===== src/ram_port_pkg.sv =====
// Package with register map, field layout and carrier types for the RAM port block.
package ram_port_pkg;

  localparam int unsigned ADDR_W = 8;

  localparam logic [7:0] OFS_PORT_SELECT  = 8'h40;
  localparam logic [7:0] OFS_PORT_COMMAND = 8'h44;
  localparam logic [7:0] OFS_WORD_ADDRESS = 8'h48;
  localparam logic [7:0] OFS_DATA_LOW     = 8'h4c;
  localparam logic [7:0] OFS_DATA_HIGH    = 8'h50;
  localparam logic [7:0] OFS_PIN_WAKE     = 8'h64;
  localparam logic [7:0] OFS_IRQ_MASK     = 8'h68;

  localparam int unsigned WORD_ADDR_W = 15;
  localparam int unsigned HIGH_DATA_W = 5;
  localparam int unsigned RAM_DATA_W  = 37;
  localparam int unsigned PIN_COUNT   = 11;

  localparam int unsigned SEL_IDLE_BIT  = 31;
  localparam int unsigned SEL_TARGET_LO = 1;
  localparam int unsigned SEL_ENABLE_BIT = 0;
  localparam int unsigned CMD_WRITE_BIT = 0;

  localparam int unsigned WAKE_POL_LO = 16;
  localparam int unsigned WAKE_EN_LO  = 0;

  localparam int unsigned IRQ_ALWAYS_BIT   = 31;
  localparam int unsigned IRQ_MACRTO_BIT   = 19;
  localparam int unsigned IRQ_RXFRAME_BIT  = 18;
  localparam int unsigned IRQ_TXSTOP_BIT   = 17;
  localparam int unsigned IRQ_RXSTOP_BIT   = 16;
  localparam int unsigned IRQ_PHY_BIT      = 15;
  localparam int unsigned IRQ_TXERR_BIT    = 14;
  localparam int unsigned IRQ_UNDERRUN_BIT = 13;
  localparam int unsigned IRQ_OVERRUN_BIT  = 12;
  localparam int unsigned IRQ_RXDROP_BIT   = 11;
  localparam int unsigned IRQ_EVENT_W      = 20;

  localparam logic [14:0] RST_WORD_ADDRESS = 15'h0000;
  localparam logic [31:0] RST_DATA_LOW     = 32'h0000_0000;
  localparam logic [4:0]  RST_DATA_HIGH    = 5'h00;
  localparam logic [19:0] RST_IRQ_MASK     = 20'h00000;
  localparam logic [1:0]  RST_TARGET       = 2'h0;
  localparam logic [21:0] RST_WAKE_BLANK   = 22'h000000;
  localparam logic [31:0] BUS_ERR_DATA     = 32'h0000_0000;

  typedef enum logic [1:0] {
    RAM_FRAME_CONTROL,
    RAM_EEPROM_STORE,
    RAM_TX_TRANSFER_LINK,
    RAM_RX_TRANSFER_LINK
  } ram_target_e;

  typedef struct packed {
    logic              req;
    logic              write;
    ram_target_e       target;
    logic [14:0]       addr;
    logic [36:0]       wdata;
  } ram_req_s;

  typedef struct packed {
    logic              done;
    logic [36:0]       rdata;
  } ram_rsp_s;

  typedef struct packed {
    logic              cyc;
    logic              stb;
    logic              we;
    logic [3:0]        sel;
    logic [7:0]        adr;
    logic [31:0]       dat;
  } wb_req_s;

  typedef struct packed {
    logic              ack;
    logic              err;
    logic [31:0]       dat;
  } wb_rsp_s;

endpackage


===== src/wake_pin_gate.sv =====
// Per-pin wake detection gated by enable, polarity and general purpose mode.
module wake_pin_gate #(
  parameter int unsigned PINS = 11
) (
  // Clock and reset.
  input  wire logic              ref_clk,
  input  wire logic              srst,
  // Pin levels already synchronised, and configuration.
  input  wire logic [PINS-1:0]   pin_level,
  input  wire logic [PINS-1:0]   pin_is_gpio,
  input  wire logic [PINS-1:0]   wake_enable,
  input  wire logic [PINS-1:0]   wake_polarity,
  // Registered wake result.
  output logic      [PINS-1:0]   wake_hit_ff
);

  logic [PINS-1:0] nxt_wake_hit;

  genvar g;
  generate
    for (g = 0; g < PINS; g++) begin : g_pin
      assign nxt_wake_hit[g] = pin_is_gpio[g] & wake_enable[g] &
                               ~(pin_level[g] ^ wake_polarity[g]);
    end
  endgenerate

  always_ff @(posedge ref_clk) begin
    if (srst) begin
      wake_hit_ff <= '0;
    end else begin
      wake_hit_ff <= nxt_wake_hit;
    end
  end

endmodule


===== src/ram_port_access.sv =====
// Sequencer that carries one data port access to the selected internal RAM.
module ram_port_access (
  // Clock and reset.
  input  wire logic                   ref_clk,
  input  wire logic                   srst,
  // Start of an access from the register bank.
  input  wire logic                   start,
  input  wire logic                   start_write,
  // RAM side.
  output ram_port_pkg::ram_req_s      ram_req_ff,
  input  wire ram_port_pkg::ram_rsp_s ram_rsp,
  // Completion to the register bank.
  output logic                        busy_ff,
  output logic                        read_done_ff
);
  import ram_port_pkg::*;

  typedef enum logic [1:0] {ST_IDLE, ST_WAIT} seq_e;

  seq_e state_ff;
  logic is_write_ff;

  always_ff @(posedge ref_clk) begin
    if (srst) begin
      state_ff     <= ST_IDLE;
      busy_ff      <= 1'b0;
      is_write_ff  <= 1'b0;
      read_done_ff <= 1'b0;
      ram_req_ff   <= '0;
    end else begin
      read_done_ff   <= 1'b0;
      ram_req_ff.req <= 1'b0;
      unique case (state_ff)
        ST_IDLE: begin
          if (start) begin
            state_ff       <= ST_WAIT;
            busy_ff        <= 1'b1;
            is_write_ff    <= start_write;
            ram_req_ff.req <= 1'b1;
            ram_req_ff.write <= start_write;
          end
        end
        ST_WAIT: begin
          if (ram_rsp.done) begin
            state_ff     <= ST_IDLE;
            busy_ff      <= 1'b0;
            read_done_ff <= ~is_write_ff;
          end
        end
      endcase
    end
  end

endmodule


===== src/ram_port_and_irq_report_regs.sv =====
// Wishbone register bank for the RAM data port, pin wake and interrupt report mask.
//
// Overview of operation
// - Word address is 15 bits, counted in 37-bit RAM words.
// - Low data register holds write data and receives 32-bit read result.
// - While busy the access is in progress and data is not updated.
// - High data register bits 4:0 carry RAM bits 36:32.
// - Wake register holds per-pin wake enables and detection polarity.
// - A pin not in general purpose mode never wakes the device.
// - Wake field defaults from the EEPROM image, zero without EEPROM.
// - USB or lite reset restores the wake field to the EEPROM image.
// - Bit 31 set sends a packet every interval, else on enabled events.
// - Event enables reset to zero; one lets the event trigger a packet.
// - Bit 19 gates MAC reset timeout, bit 18 receive frame present.
// - Bit 17 gates transmitter stopped, bit 16 receiver stopped.
// - Bit 15 PHY, 14 transmit error, 13 underrun, 12 overrun.
// - Bit 11 gates dropped frames, bits 10:0 the eleven pins.
// - Ready bit 31 of select reads zero while busy, resets to one.
// - Writing command bit 0 starts an access, one write, zero read.
//
// The implementer's own choice: register access over Wishbone.
module ram_port_and_irq_report_regs #(
  parameter int unsigned PINS = 11
) (
  // Clock and reset.
  input  wire logic                   ref_clk,
  input  wire logic                   srst,
  // USB reset or lite reset request, one cycle, same clock.
  input  wire logic                   usb_or_lite_reset,
  // Wishbone slave.
  input  wire ram_port_pkg::wb_req_s  wb_req,
  output ram_port_pkg::wb_rsp_s       wb_rsp_ff,
  // EEPROM image of the wake field.
  input  wire logic                   eeprom_present,
  input  wire logic                   eeprom_loaded,
  input  wire logic [31:0]            eeprom_wake_image,
  // Internal RAM access.
  output ram_port_pkg::ram_req_s      ram_req_ff,
  input  wire ram_port_pkg::ram_rsp_s ram_rsp,
  output logic                        ram_test_access_enable_ff,
  // Pins, asynchronous to this clock.
  input  wire logic [PINS-1:0]        pin_level,
  input  wire logic [PINS-1:0]        pin_is_gpio,
  output logic      [PINS-1:0]        wake_hit_ff,
  output logic                        wake_event_ff,
  // Interrupt report sources, same clock, level.
  input  wire logic [8:0]             mac_events,
  input  wire logic                   irq_interval_tick,
  output logic                        irq_packet_send_ff,
  output logic      [19:0]            irq_report_sources_ff
);
  import ram_port_pkg::*;

  logic [14:0]     word_addr_ff;
  logic [31:0]     data_low_ff;
  logic [4:0]      data_high_ff;
  logic [1:0]      target_ff;
  logic            irq_packet_always_send_ff;
  logic [19:0]     irq_gates_ff;
  logic [PINS-1:0] wake_en_ff;
  logic [PINS-1:0] wake_pol_ff;
  logic [PINS-1:0] wake_en_img_ff;
  logic [PINS-1:0] wake_pol_img_ff;
  logic [PINS-1:0] pin_meta_ff;
  logic [PINS-1:0] pin_sync_ff;
  logic            port_busy;
  logic [PINS-1:0] wake_hit;
  ram_req_s        seq_req;

  // Bus decode.
  wire access    = wb_req.cyc & wb_req.stb & ~wb_rsp_ff.ack & ~wb_rsp_ff.err;
  wire wr        = access & wb_req.we & (&wb_req.sel);
  wire hit_sel   = wb_req.adr == OFS_PORT_SELECT;
  wire hit_cmd   = wb_req.adr == OFS_PORT_COMMAND;
  wire hit_addr  = wb_req.adr == OFS_WORD_ADDRESS;
  wire hit_low   = wb_req.adr == OFS_DATA_LOW;
  wire hit_high  = wb_req.adr == OFS_DATA_HIGH;
  wire hit_wake  = wb_req.adr == OFS_PIN_WAKE;
  wire hit_mask  = wb_req.adr == OFS_IRQ_MASK;
  wire mapped    = hit_sel | hit_cmd | hit_addr | hit_low | hit_high | hit_wake | hit_mask;
  // Port register writes during a running access would corrupt it, so they are dropped; wake and mask writes still land.
  wire wr_ok     = wr & ~port_busy;
  wire start     = wr_ok & hit_cmd & ram_test_access_enable_ff;
  wire start_wr  = wb_req.dat[CMD_WRITE_BIT];
  // Read data is valid only together with done, so it is caught in that very cycle.
  wire read_capture = port_busy & ram_rsp.done & ~ram_req_ff.write;

  wire [31:0] rd_sel  = {~port_busy, 28'h0000000, target_ff, ram_test_access_enable_ff};
  wire [31:0] rd_addr = {17'h00000, word_addr_ff};
  wire [31:0] rd_high = {27'h0000000, data_high_ff};
  wire [31:0] rd_wake = {5'h00, wake_pol_ff, 5'h00, wake_en_ff};
  wire [31:0] rd_mask = {irq_packet_always_send_ff, 11'h000, irq_gates_ff};
  wire [31:0] rd_data = hit_sel  ? rd_sel :
                        hit_addr ? rd_addr :
                        hit_low  ? data_low_ff :
                        hit_high ? rd_high :
                        hit_wake ? rd_wake :
                        hit_mask ? rd_mask : BUS_ERR_DATA;

  wire [PINS-1:0] img_en  = eeprom_present ? eeprom_wake_image[PINS-1:0] : '0;
  wire [PINS-1:0] img_pol = eeprom_present ?
                            eeprom_wake_image[WAKE_POL_LO +: PINS] : '0;

  wire [19:0] gated = irq_gates_ff & {mac_events, pin_sync_ff};

  ram_port_access u_seq (
    .ref_clk      (ref_clk),
    .srst         (srst),
    .start        (start),
    .start_write  (start_wr),
    .ram_req_ff   (seq_req),
    .ram_rsp      (ram_rsp),
    .busy_ff      (port_busy),
    .read_done_ff ()
  );

  wake_pin_gate #(.PINS(PINS)) u_wake (
    .ref_clk       (ref_clk),
    .srst          (srst),
    .pin_level     (pin_sync_ff),
    .pin_is_gpio   (pin_is_gpio),
    .wake_enable   (wake_en_ff),
    .wake_polarity (wake_pol_ff),
    .wake_hit_ff   (wake_hit)
  );

  always_ff @(posedge ref_clk) begin
    if (srst) begin
      wb_rsp_ff <= '0;
    end else begin
      wb_rsp_ff.ack <= access & mapped;
      wb_rsp_ff.err <= access & ~mapped;
      wb_rsp_ff.dat <= rd_data;
    end
  end

  // Address, target and enable registers.
  always_ff @(posedge ref_clk) begin
    if (srst) begin
      word_addr_ff              <= RST_WORD_ADDRESS;
      target_ff                 <= RST_TARGET;
      ram_test_access_enable_ff <= 1'b0;
    end else begin
      if (wr_ok & hit_addr) begin
        word_addr_ff <= wb_req.dat[WORD_ADDR_W-1:0];
      end
      if (wr_ok & hit_sel) begin
        target_ff                 <= wb_req.dat[SEL_TARGET_LO +: 2];
        ram_test_access_enable_ff <= wb_req.dat[SEL_ENABLE_BIT];
      end
    end
  end

  // Data registers take the read result only when the access finishes.
  always_ff @(posedge ref_clk) begin
    if (srst) begin
      data_low_ff  <= RST_DATA_LOW;
      data_high_ff <= RST_DATA_HIGH;
    end else if (read_capture) begin
      data_low_ff  <= ram_rsp.rdata[31:0];
      data_high_ff <= ram_rsp.rdata[RAM_DATA_W-1:32];
    end else begin
      if (wr_ok & hit_low) begin
        data_low_ff <= wb_req.dat;
      end
      if (wr_ok & hit_high) begin
        data_high_ff <= wb_req.dat[HIGH_DATA_W-1:0];
      end
    end
  end

  // RAM request carries the latched address and data.
  always_ff @(posedge ref_clk) begin
    if (srst) begin
      ram_req_ff <= '0;
    end else begin
      ram_req_ff.req    <= seq_req.req;
      ram_req_ff.write  <= seq_req.write;
      ram_req_ff.target <= ram_target_e'(target_ff);
      ram_req_ff.addr   <= word_addr_ff;
      ram_req_ff.wdata  <= {data_high_ff, data_low_ff};
    end
  end

  // Wake field and its EEPROM image.
  always_ff @(posedge ref_clk) begin
    if (srst) begin
      wake_en_img_ff  <= '0;
      wake_pol_img_ff <= '0;
      wake_en_ff      <= '0;
      wake_pol_ff     <= '0;
    end else if (eeprom_loaded) begin
      wake_en_img_ff  <= img_en;
      wake_pol_img_ff <= img_pol;
      wake_en_ff      <= img_en;
      wake_pol_ff     <= img_pol;
    end else if (usb_or_lite_reset) begin
      wake_en_ff  <= eeprom_present ? wake_en_img_ff : '0;
      wake_pol_ff <= eeprom_present ? wake_pol_img_ff : '0;
    end else if (wr & hit_wake) begin
      wake_en_ff  <= wb_req.dat[WAKE_EN_LO +: PINS];
      wake_pol_ff <= wb_req.dat[WAKE_POL_LO +: PINS];
    end
  end

  // Interrupt report mask and packet decision.
  always_ff @(posedge ref_clk) begin
    if (srst) begin
      irq_packet_always_send_ff <= 1'b0;
      irq_gates_ff              <= RST_IRQ_MASK;
      irq_report_sources_ff     <= '0;
      irq_packet_send_ff        <= 1'b0;
    end else begin
      if (wr & hit_mask) begin
        irq_packet_always_send_ff <= wb_req.dat[IRQ_ALWAYS_BIT];
        irq_gates_ff              <= wb_req.dat[IRQ_EVENT_W-1:0];
      end
      irq_report_sources_ff <= gated;
      irq_packet_send_ff <= irq_interval_tick & (irq_packet_always_send_ff | (|gated));
    end
  end

  // Pin synchroniser; the first stage feeds only the second.
  always_ff @(posedge ref_clk) begin
    if (srst) begin
      pin_meta_ff   <= '0;
      pin_sync_ff   <= '0;
      wake_hit_ff   <= '0;
      wake_event_ff <= 1'b0;
    end else begin
      pin_meta_ff   <= pin_level;
      pin_sync_ff   <= pin_meta_ff;
      // Registered wake outputs.
      wake_hit_ff   <= wake_hit;
      wake_event_ff <= |wake_hit;
    end
  end

endmodule


===== config.mk =====
export PLATFORM = sky130hd
export DESIGN_NAME = ram_port_and_irq_report_regs
export DESIGN_NICKNAME = d
export VERILOG_FILES = /design/src/ram_port_pkg.sv /design/src/wake_pin_gate.sv /design/src/ram_port_access.sv /design/src/ram_port_and_irq_report_regs.sv
export SDC_FILE = /design/constraint.sdc
export NUM_CORES = 1
export LEC_CHECK = 0
export ABC_AREA = 0
export BUFFER_PORTS_ARGS = -buffer_cell sky130_fd_sc_hd__buf_2
export CAP_MARGIN = 20
export CORE_MARGIN = 4
export CORE_UTILIZATION = 30
export CTS_CLUSTER_SIZE = 8
export DETAILED_ROUTE_END_ITERATION = 12
export PLACE_DENSITY_LB_ADDON = 0.12
export SYNTH_ARGS = -nofsm -noshare
export SYNTH_HDL_FRONTEND = slang
export SYNTH_SLANG_ARGS = --single-unit

===== constraint.sdc =====
create_clock -name ref_clk -period 3 [get_ports ref_clk]
set_clock_uncertainty 0.1 [all_clocks]
set_input_delay 0.6 -clock ref_clk [delete_from_list [all_inputs] [get_ports ref_clk]]
set_output_delay 0.6 -clock ref_clk [all_outputs]
set_load 0.05 [all_outputs]

* Yosys cells after proc, flatten, opt, wreduce, memory -nomap -nowiden
Index checks and enable logic that the tools add are counted.
** Storage, ports and cells
- Output and inout bits :: 124
- Input bits :: 154
- Flip-flop bits (word level) :: 281
- Logic and storage cells :: 158
** Operators by class
- Bitwise logic cells :: 77
- Reduce and logical (&&, ||, !) cells :: 12
- Equal/unequal tests :: 10
- Multiplexer cells :: 27
** Operator list (number)
- $mux W32 :: 8
- $mux W11 :: 10
- $eq A8 B7 Y1 const B :: 7
- $and A1 B1 Y1 :: 41
- $and A20 B20 Y20 :: 1
- $reduce_or A20 Y1 :: 1
- $not A1 Y1 :: 17
- $reduce_or A11 Y1 :: 1
- $xor A1 B1 Y1 :: 11
- $mux W5 :: 2
- $or A1 B1 Y1 :: 7
- $mux W2 :: 3
- $ne A2 B2 Y1 const B :: 2
- $pmux W2 S2 :: 1
- $reduce_and A2 Y1 :: 2
- $reduce_and A4 Y1 :: 1
- $reduce_bool A2 Y1 :: 2
- $reduce_or A2 Y1 :: 2
- $reduce_bool A3 Y1 :: 1
- $reduce_or A3 Y1 :: 1
- $eq A2 B1 Y1 const B :: 1
- $logic_not A2 Y1 :: 1
- $mux W1 :: 2
- $pmux W1 S2 :: 1

* Depth between registers and ports, before layout
- Depth in word-level cells :: 10
- Depth in mapped cells :: 8
- Gate-level depth less buffers :: 4

* By module
From an unflattened synthesis, not the netlist that was laid out.
** Second synthesis, totals
- Cells, all modules :: 1231
- Area, all modules :: 11312.1 µm²
** By module, submodules not included
- ram_port_and_irq_report_regs :: cells each 1118, area each 10284.9 µm², instances 1
- ram_port_access :: cells each 68, area each 553.0 µm², instances 1
- wake_pin_gate :: cells each 45, area each 474.2 µm², instances 1

* Worst setup path after synthesis
Ideal clock, no wire load.
- Path type :: input-to-reg
- From :: input port wb_req[36] (netlist name)
- To :: register data_low_ff[12]
- Arrival :: 2090 ps
- Setup time :: 122 ps
- Path slack :: 688 ps
- Path buffers :: 3
- Cell stages on the path :: 7
- Cells stage by stage :: buf_6 > or4b_1 > buf_2 > or3_4 > buf_6 > o21ai_0 > a21oi_1
** Between the ends
- Longest elaborated chain between the ends :: 3
** Ends and longest elaborated chain
- start, declared :: line ram_port_and_irq_report_regs.sv:31 : input wire ram_port_pkg::wb_req_s wb_req,
- $eq A8 B7 Y1 :: line ram_port_and_irq_report_regs.sv:76 : wire hit_low = wb_req.adr == OFS_DATA_LOW;
- $and A1 B1 Y1 :: line ram_port_and_irq_report_regs.sv:163 : if (wr_ok & hit_low) begin
- $reduce_bool A2 Y1 (no line)
- end signal, assigned :: line ram_port_and_irq_report_regs.sv:160 : data_low_ff <= ram_rsp.rdata[31:0];
- end signal, assigned :: line ram_port_and_irq_report_regs.sv:164 : data_low_ff <= wb_req.dat;
- end, declared :: line ram_port_and_irq_report_regs.sv:55 : logic [31:0] data_low_ff;
No other way between the ends.
A chain may end at the register's enable or synchronous reset.

* Final worst setup path
- From :: register wb_rsp_ff[32] (netlist name)
- To :: register data_low_ff[31]
** Between the ends
- Longest elaborated chain between the ends :: 7
** Ends and longest elaborated chain
- start, declared :: line ram_port_and_irq_report_regs.sv:32 : output ram_port_pkg::wb_rsp_s wb_rsp_ff,
- $not A1 Y1 :: line ram_port_and_irq_report_regs.sv:71 : wire access = wb_req.cyc & wb_req.stb & ~wb_rsp_ff.ack & ~wb_rsp_ff.err;
- $and A1 B1 Y1 :: line ram_port_and_irq_report_regs.sv:71
- $and A1 B1 Y1 (2 in a row) :: line ram_port_and_irq_report_regs.sv:72 : wire wr = access & wb_req.we & (&wb_req.sel);
- $and A1 B1 Y1 :: line ram_port_and_irq_report_regs.sv:82 : wire wr_ok = wr & ~port_busy;
- $and A1 B1 Y1 :: line ram_port_and_irq_report_regs.sv:163
- $reduce_bool A2 Y1 (no line)
No other way between the ends.

==> results.cfg <==
[place]
place_hpwl_um = 29800
port_buffers = 267
gp_congestion = 0.851
pre_cts_ws_ns = 0.306

[clocking]
clock_tree.buffer_depth = 3
cts_buffers = 40
clkTransAtPathRegs_ns = 0.05
cts_setup_buffers = 0
clockRootBuffer = clkbuf_16
cts_tree = done
postCtsResizedCells = 0
htreeDepth = 2
clk_latency_ns = 0.52
clkSinkCount = 279
cts-hold-fix-buffers = 0

[final_layout]
num_antenna_cells = 0
drive_above_1_share = 0.258
nets = 1586
area_growth_pct = 27.3

[timing]
fmaxAchievable_ghz = 0.448
tns_ns = 0
maxSlewHeadroom = 0.325
maxSlewViolCount = 0
tightest_slew_ns = 1.01
hold_violations = 0
setup_violations = 0
worst_slack_ns = 0.766
post-route-period-util = 0.745
finalCriticalPeriod_ns = 2.23
rsz0062_at_grt = no

[hold_path]
hold_end = pin_meta_ff[4]$_SDFF_PP0_
hold_path_depth = 2
hold_start = pin_level[4]
hold_class = input pin to flip-flop

[job]
max_cap_viol_count = 0

[drt]
wl_um = 42100
drt_iter0_drc = 562
final_antenna_net_count = 0
routed-wl-met2_um = 19800
met3_wirelength_um = 3060
via_count = 9860
wl_per_cell_um = 22.3
dr.max_layer_used = met5
drc = 0
wl_met1_um = 18100
vias_per_cell = 5.22
first_pass_iters = 7

[global_route]
grt_first_pass_wirelength_um = 61600
grt_pass1_vias = 9729
grt_max_degree = 61
antenna_found_initial = 13
grtUsageTotal = 0.207
grt_remaining_overflow = 0

[power_and_ir_drop]
p_leak_nw = 5.73
ir_worst_vdd_mv = 0.331
powerDensity_mw_per_mm2 = 608

[logic_synthesis]
yosys-top-cells-area = dfxtp_1 (52%), a21oi_1 (6.6%), o21ai_0 (5.6%), nor2b_1 (5.0%), nand3_1 (3.1%)
synth_cells = 1189
synth_edf_count = 0
yosysMostFrequentCell = dfxtp_1
synth_top_area_share = 0.523
ys_seq_area_frac = 0.523
syn_area_sq_mm = 0.0107
yosysWarnings = 0
synth_area_per_cell_sq_um = 8.99
ys.flop_type = dfxtp_1
yosysTopAreaCell = dfxtp_1
ys_types = 60
synth-seq-cells = 279
syn_nets = 1343
async_flop_share = 0
yosys-top-cells-count = dfxtp_1 (279), a21oi_1 (142), o21ai_0 (119)

[die]
coreArea_sq_mm = 0.0349
dieHeight_um = 197
fp.dieW_um = 197
rows = 68
initial_core_util = 0.306
dieArea_sq_mm = 0.0387
ioPinCount = 278

[worst_setup_path]
cp_max_fo = 18
slowest_stage = or4_2
worst-setup-path-type = flip-flop to flip-flop
cp.arrival_ns = 2.53
startpoint_type = flip-flop
worstReg2RegStart = wb_rsp_ff[32]$_SDFF_PP0_
worst-r2r-cell-count = 5
worstPathCellList = nand4bb_1, or4_2, buf_4, o21ai_0, a21oi_1
cp.required_ns = 3.30
end_kind = flip-flop
rrSetupSlack_ns = 0.77
r2r-end = data_low_ff[31]$_SDFFE_PP0P_
slowest_delay_ns = 0.93

[status]
status = finished, final reports clean
==> cell usage in the layout, fill, tap and decap left out, types with 8 or more instances in the layout <==
cell type,instances
a21o_1,9
a21oi_1,142
a22oi_1,12
a31oi_1,38
and3_1,29
buf_2,266
buf_4,30
clkbuf_16,42
dfxtp_1,279
inv_1,8
mux2i_1,22
nand2_1,62
nand2b_1,23
nand3_1,66
nor2_1,63
nor2b_1,85
nor3_1,11
nor3b_1,13
o21ai_0,119
o21ai_1,13
xor2_1,11
==> power breakdown <==
| part | leakage (nW) | internal [W] | switching [W] |
|---|---|---|---|
| registers | 2.26 | 0.00376 | 0.0000330 |
| logic | 2.95 | 0.000170 | 0.000296 |
| clock network | 0.526 | 0.00245 | 0.00156 |
| total | 5.73 | 0.00638 | 0.00189 |
==> sequential cells by signal, indices dropped and copies added, names as in the netlist, 11 cells and up <==
register / cells
ram_req_ff: 56
wb_rsp_ff: 34
data_low_ff: 32
irq_gates_ff: 20
irq_report_sources_ff: 20
word_addr_ff: 15
pin_meta_ff: 11
pin_sync_ff: 11
u_wake.wake_hit_ff: 11
wake_en_ff: 11
wake_en_img_ff: 11
wake_hit_ff: 11
wake_pol_ff: 11
wake_pol_img_ff: 11
==> worst max-delay path by stage <==
stage,from,endpoint,slack [ns],cells past startpoint
after floorplan,wb_req[36],data_low_ff[12]$_SDFFE_PP0P_,0.69,7
after global placement,wb_req[37],data_low_ff[28]$_SDFFE_PP0P_,0.33,5
after detailed placement,wb_req[37],data_low_ff[19]$_SDFFE_PP0P_,0.31,5
after CTS,wb_rsp_ff[32]$_SDFF_PP0_,word_addr_ff[5]$_SDFFE_PP0P_,0.78,5
after global routing,wb_rsp_ff[32]$_SDFF_PP0_,data_low_ff[29]$_SDFFE_PP0P_,0.64,5
final,wb_rsp_ff[32]$_SDFF_PP0_,data_low_ff[31]$_SDFFE_PP0P_,0.77,5
==> per-stage QoR <==
step	instance area, sq um	cells	hold WS, ns	util	power [W]
3_3_place_gp	12500	1845	0.320	0.359	0.00433
2_1_floorplan	10700	1189	0.314	-	0.00409
3_5_place_dp	12500	1845	0.324	0.359	0.00434
5_1_grt	13600	1889	0.195	0.390	0.00855
4_1_cts	13600	1889	0.172	0.390	0.00837
6_report	13600	1889	0.196	0.390	0.00827
==> layer usage <==
layer	GRT usage	vias up
met5	0	-
met4	0.0609	24
met3	0.0576	96
met2	0.339	353
met1	0.268	4728
li1	-	4659
==> kinds of logic (layout without fill, tap and decap cells) <==
group / count (synthesis) / count (layout) / share of synthesized area
AO/OA/AOI/OAI: 362 / 362 / 0.190
XOR/XNOR: 11 / 11 / 0.00901
buffers and inverters: 112 / 357 / 0.0455
flip-flops: 279 / 279 / 0.523
multiplexers: 26 / 26 / 0.0248
AND/OR/NAND/NOR: 399 / 399 / 0.208
==> layout make-up <==
class	count	area, sq um
Inverter	10	37.5
Tap cell	455	569
Clock inverter	1	16.3
Timing Repair Buffer	303	1690
Fill cell	3656	21300
Sequential cell	279	5590
Clock buffer	43	1050
Multi-Input combinational cell	798	4650
==> worst max-delay path, delay by kind of cell, from the launching register on <==
family / cells / cell delay, ns
buffers and inverters: 1 / 0.31
DFF: 1 / 0.31
and+or+nand+nor: 2 / 1.14
AOI/OAI and AO/OA: 2 / 0.25
No activity file was read; power rests on OpenSTA's default activity.
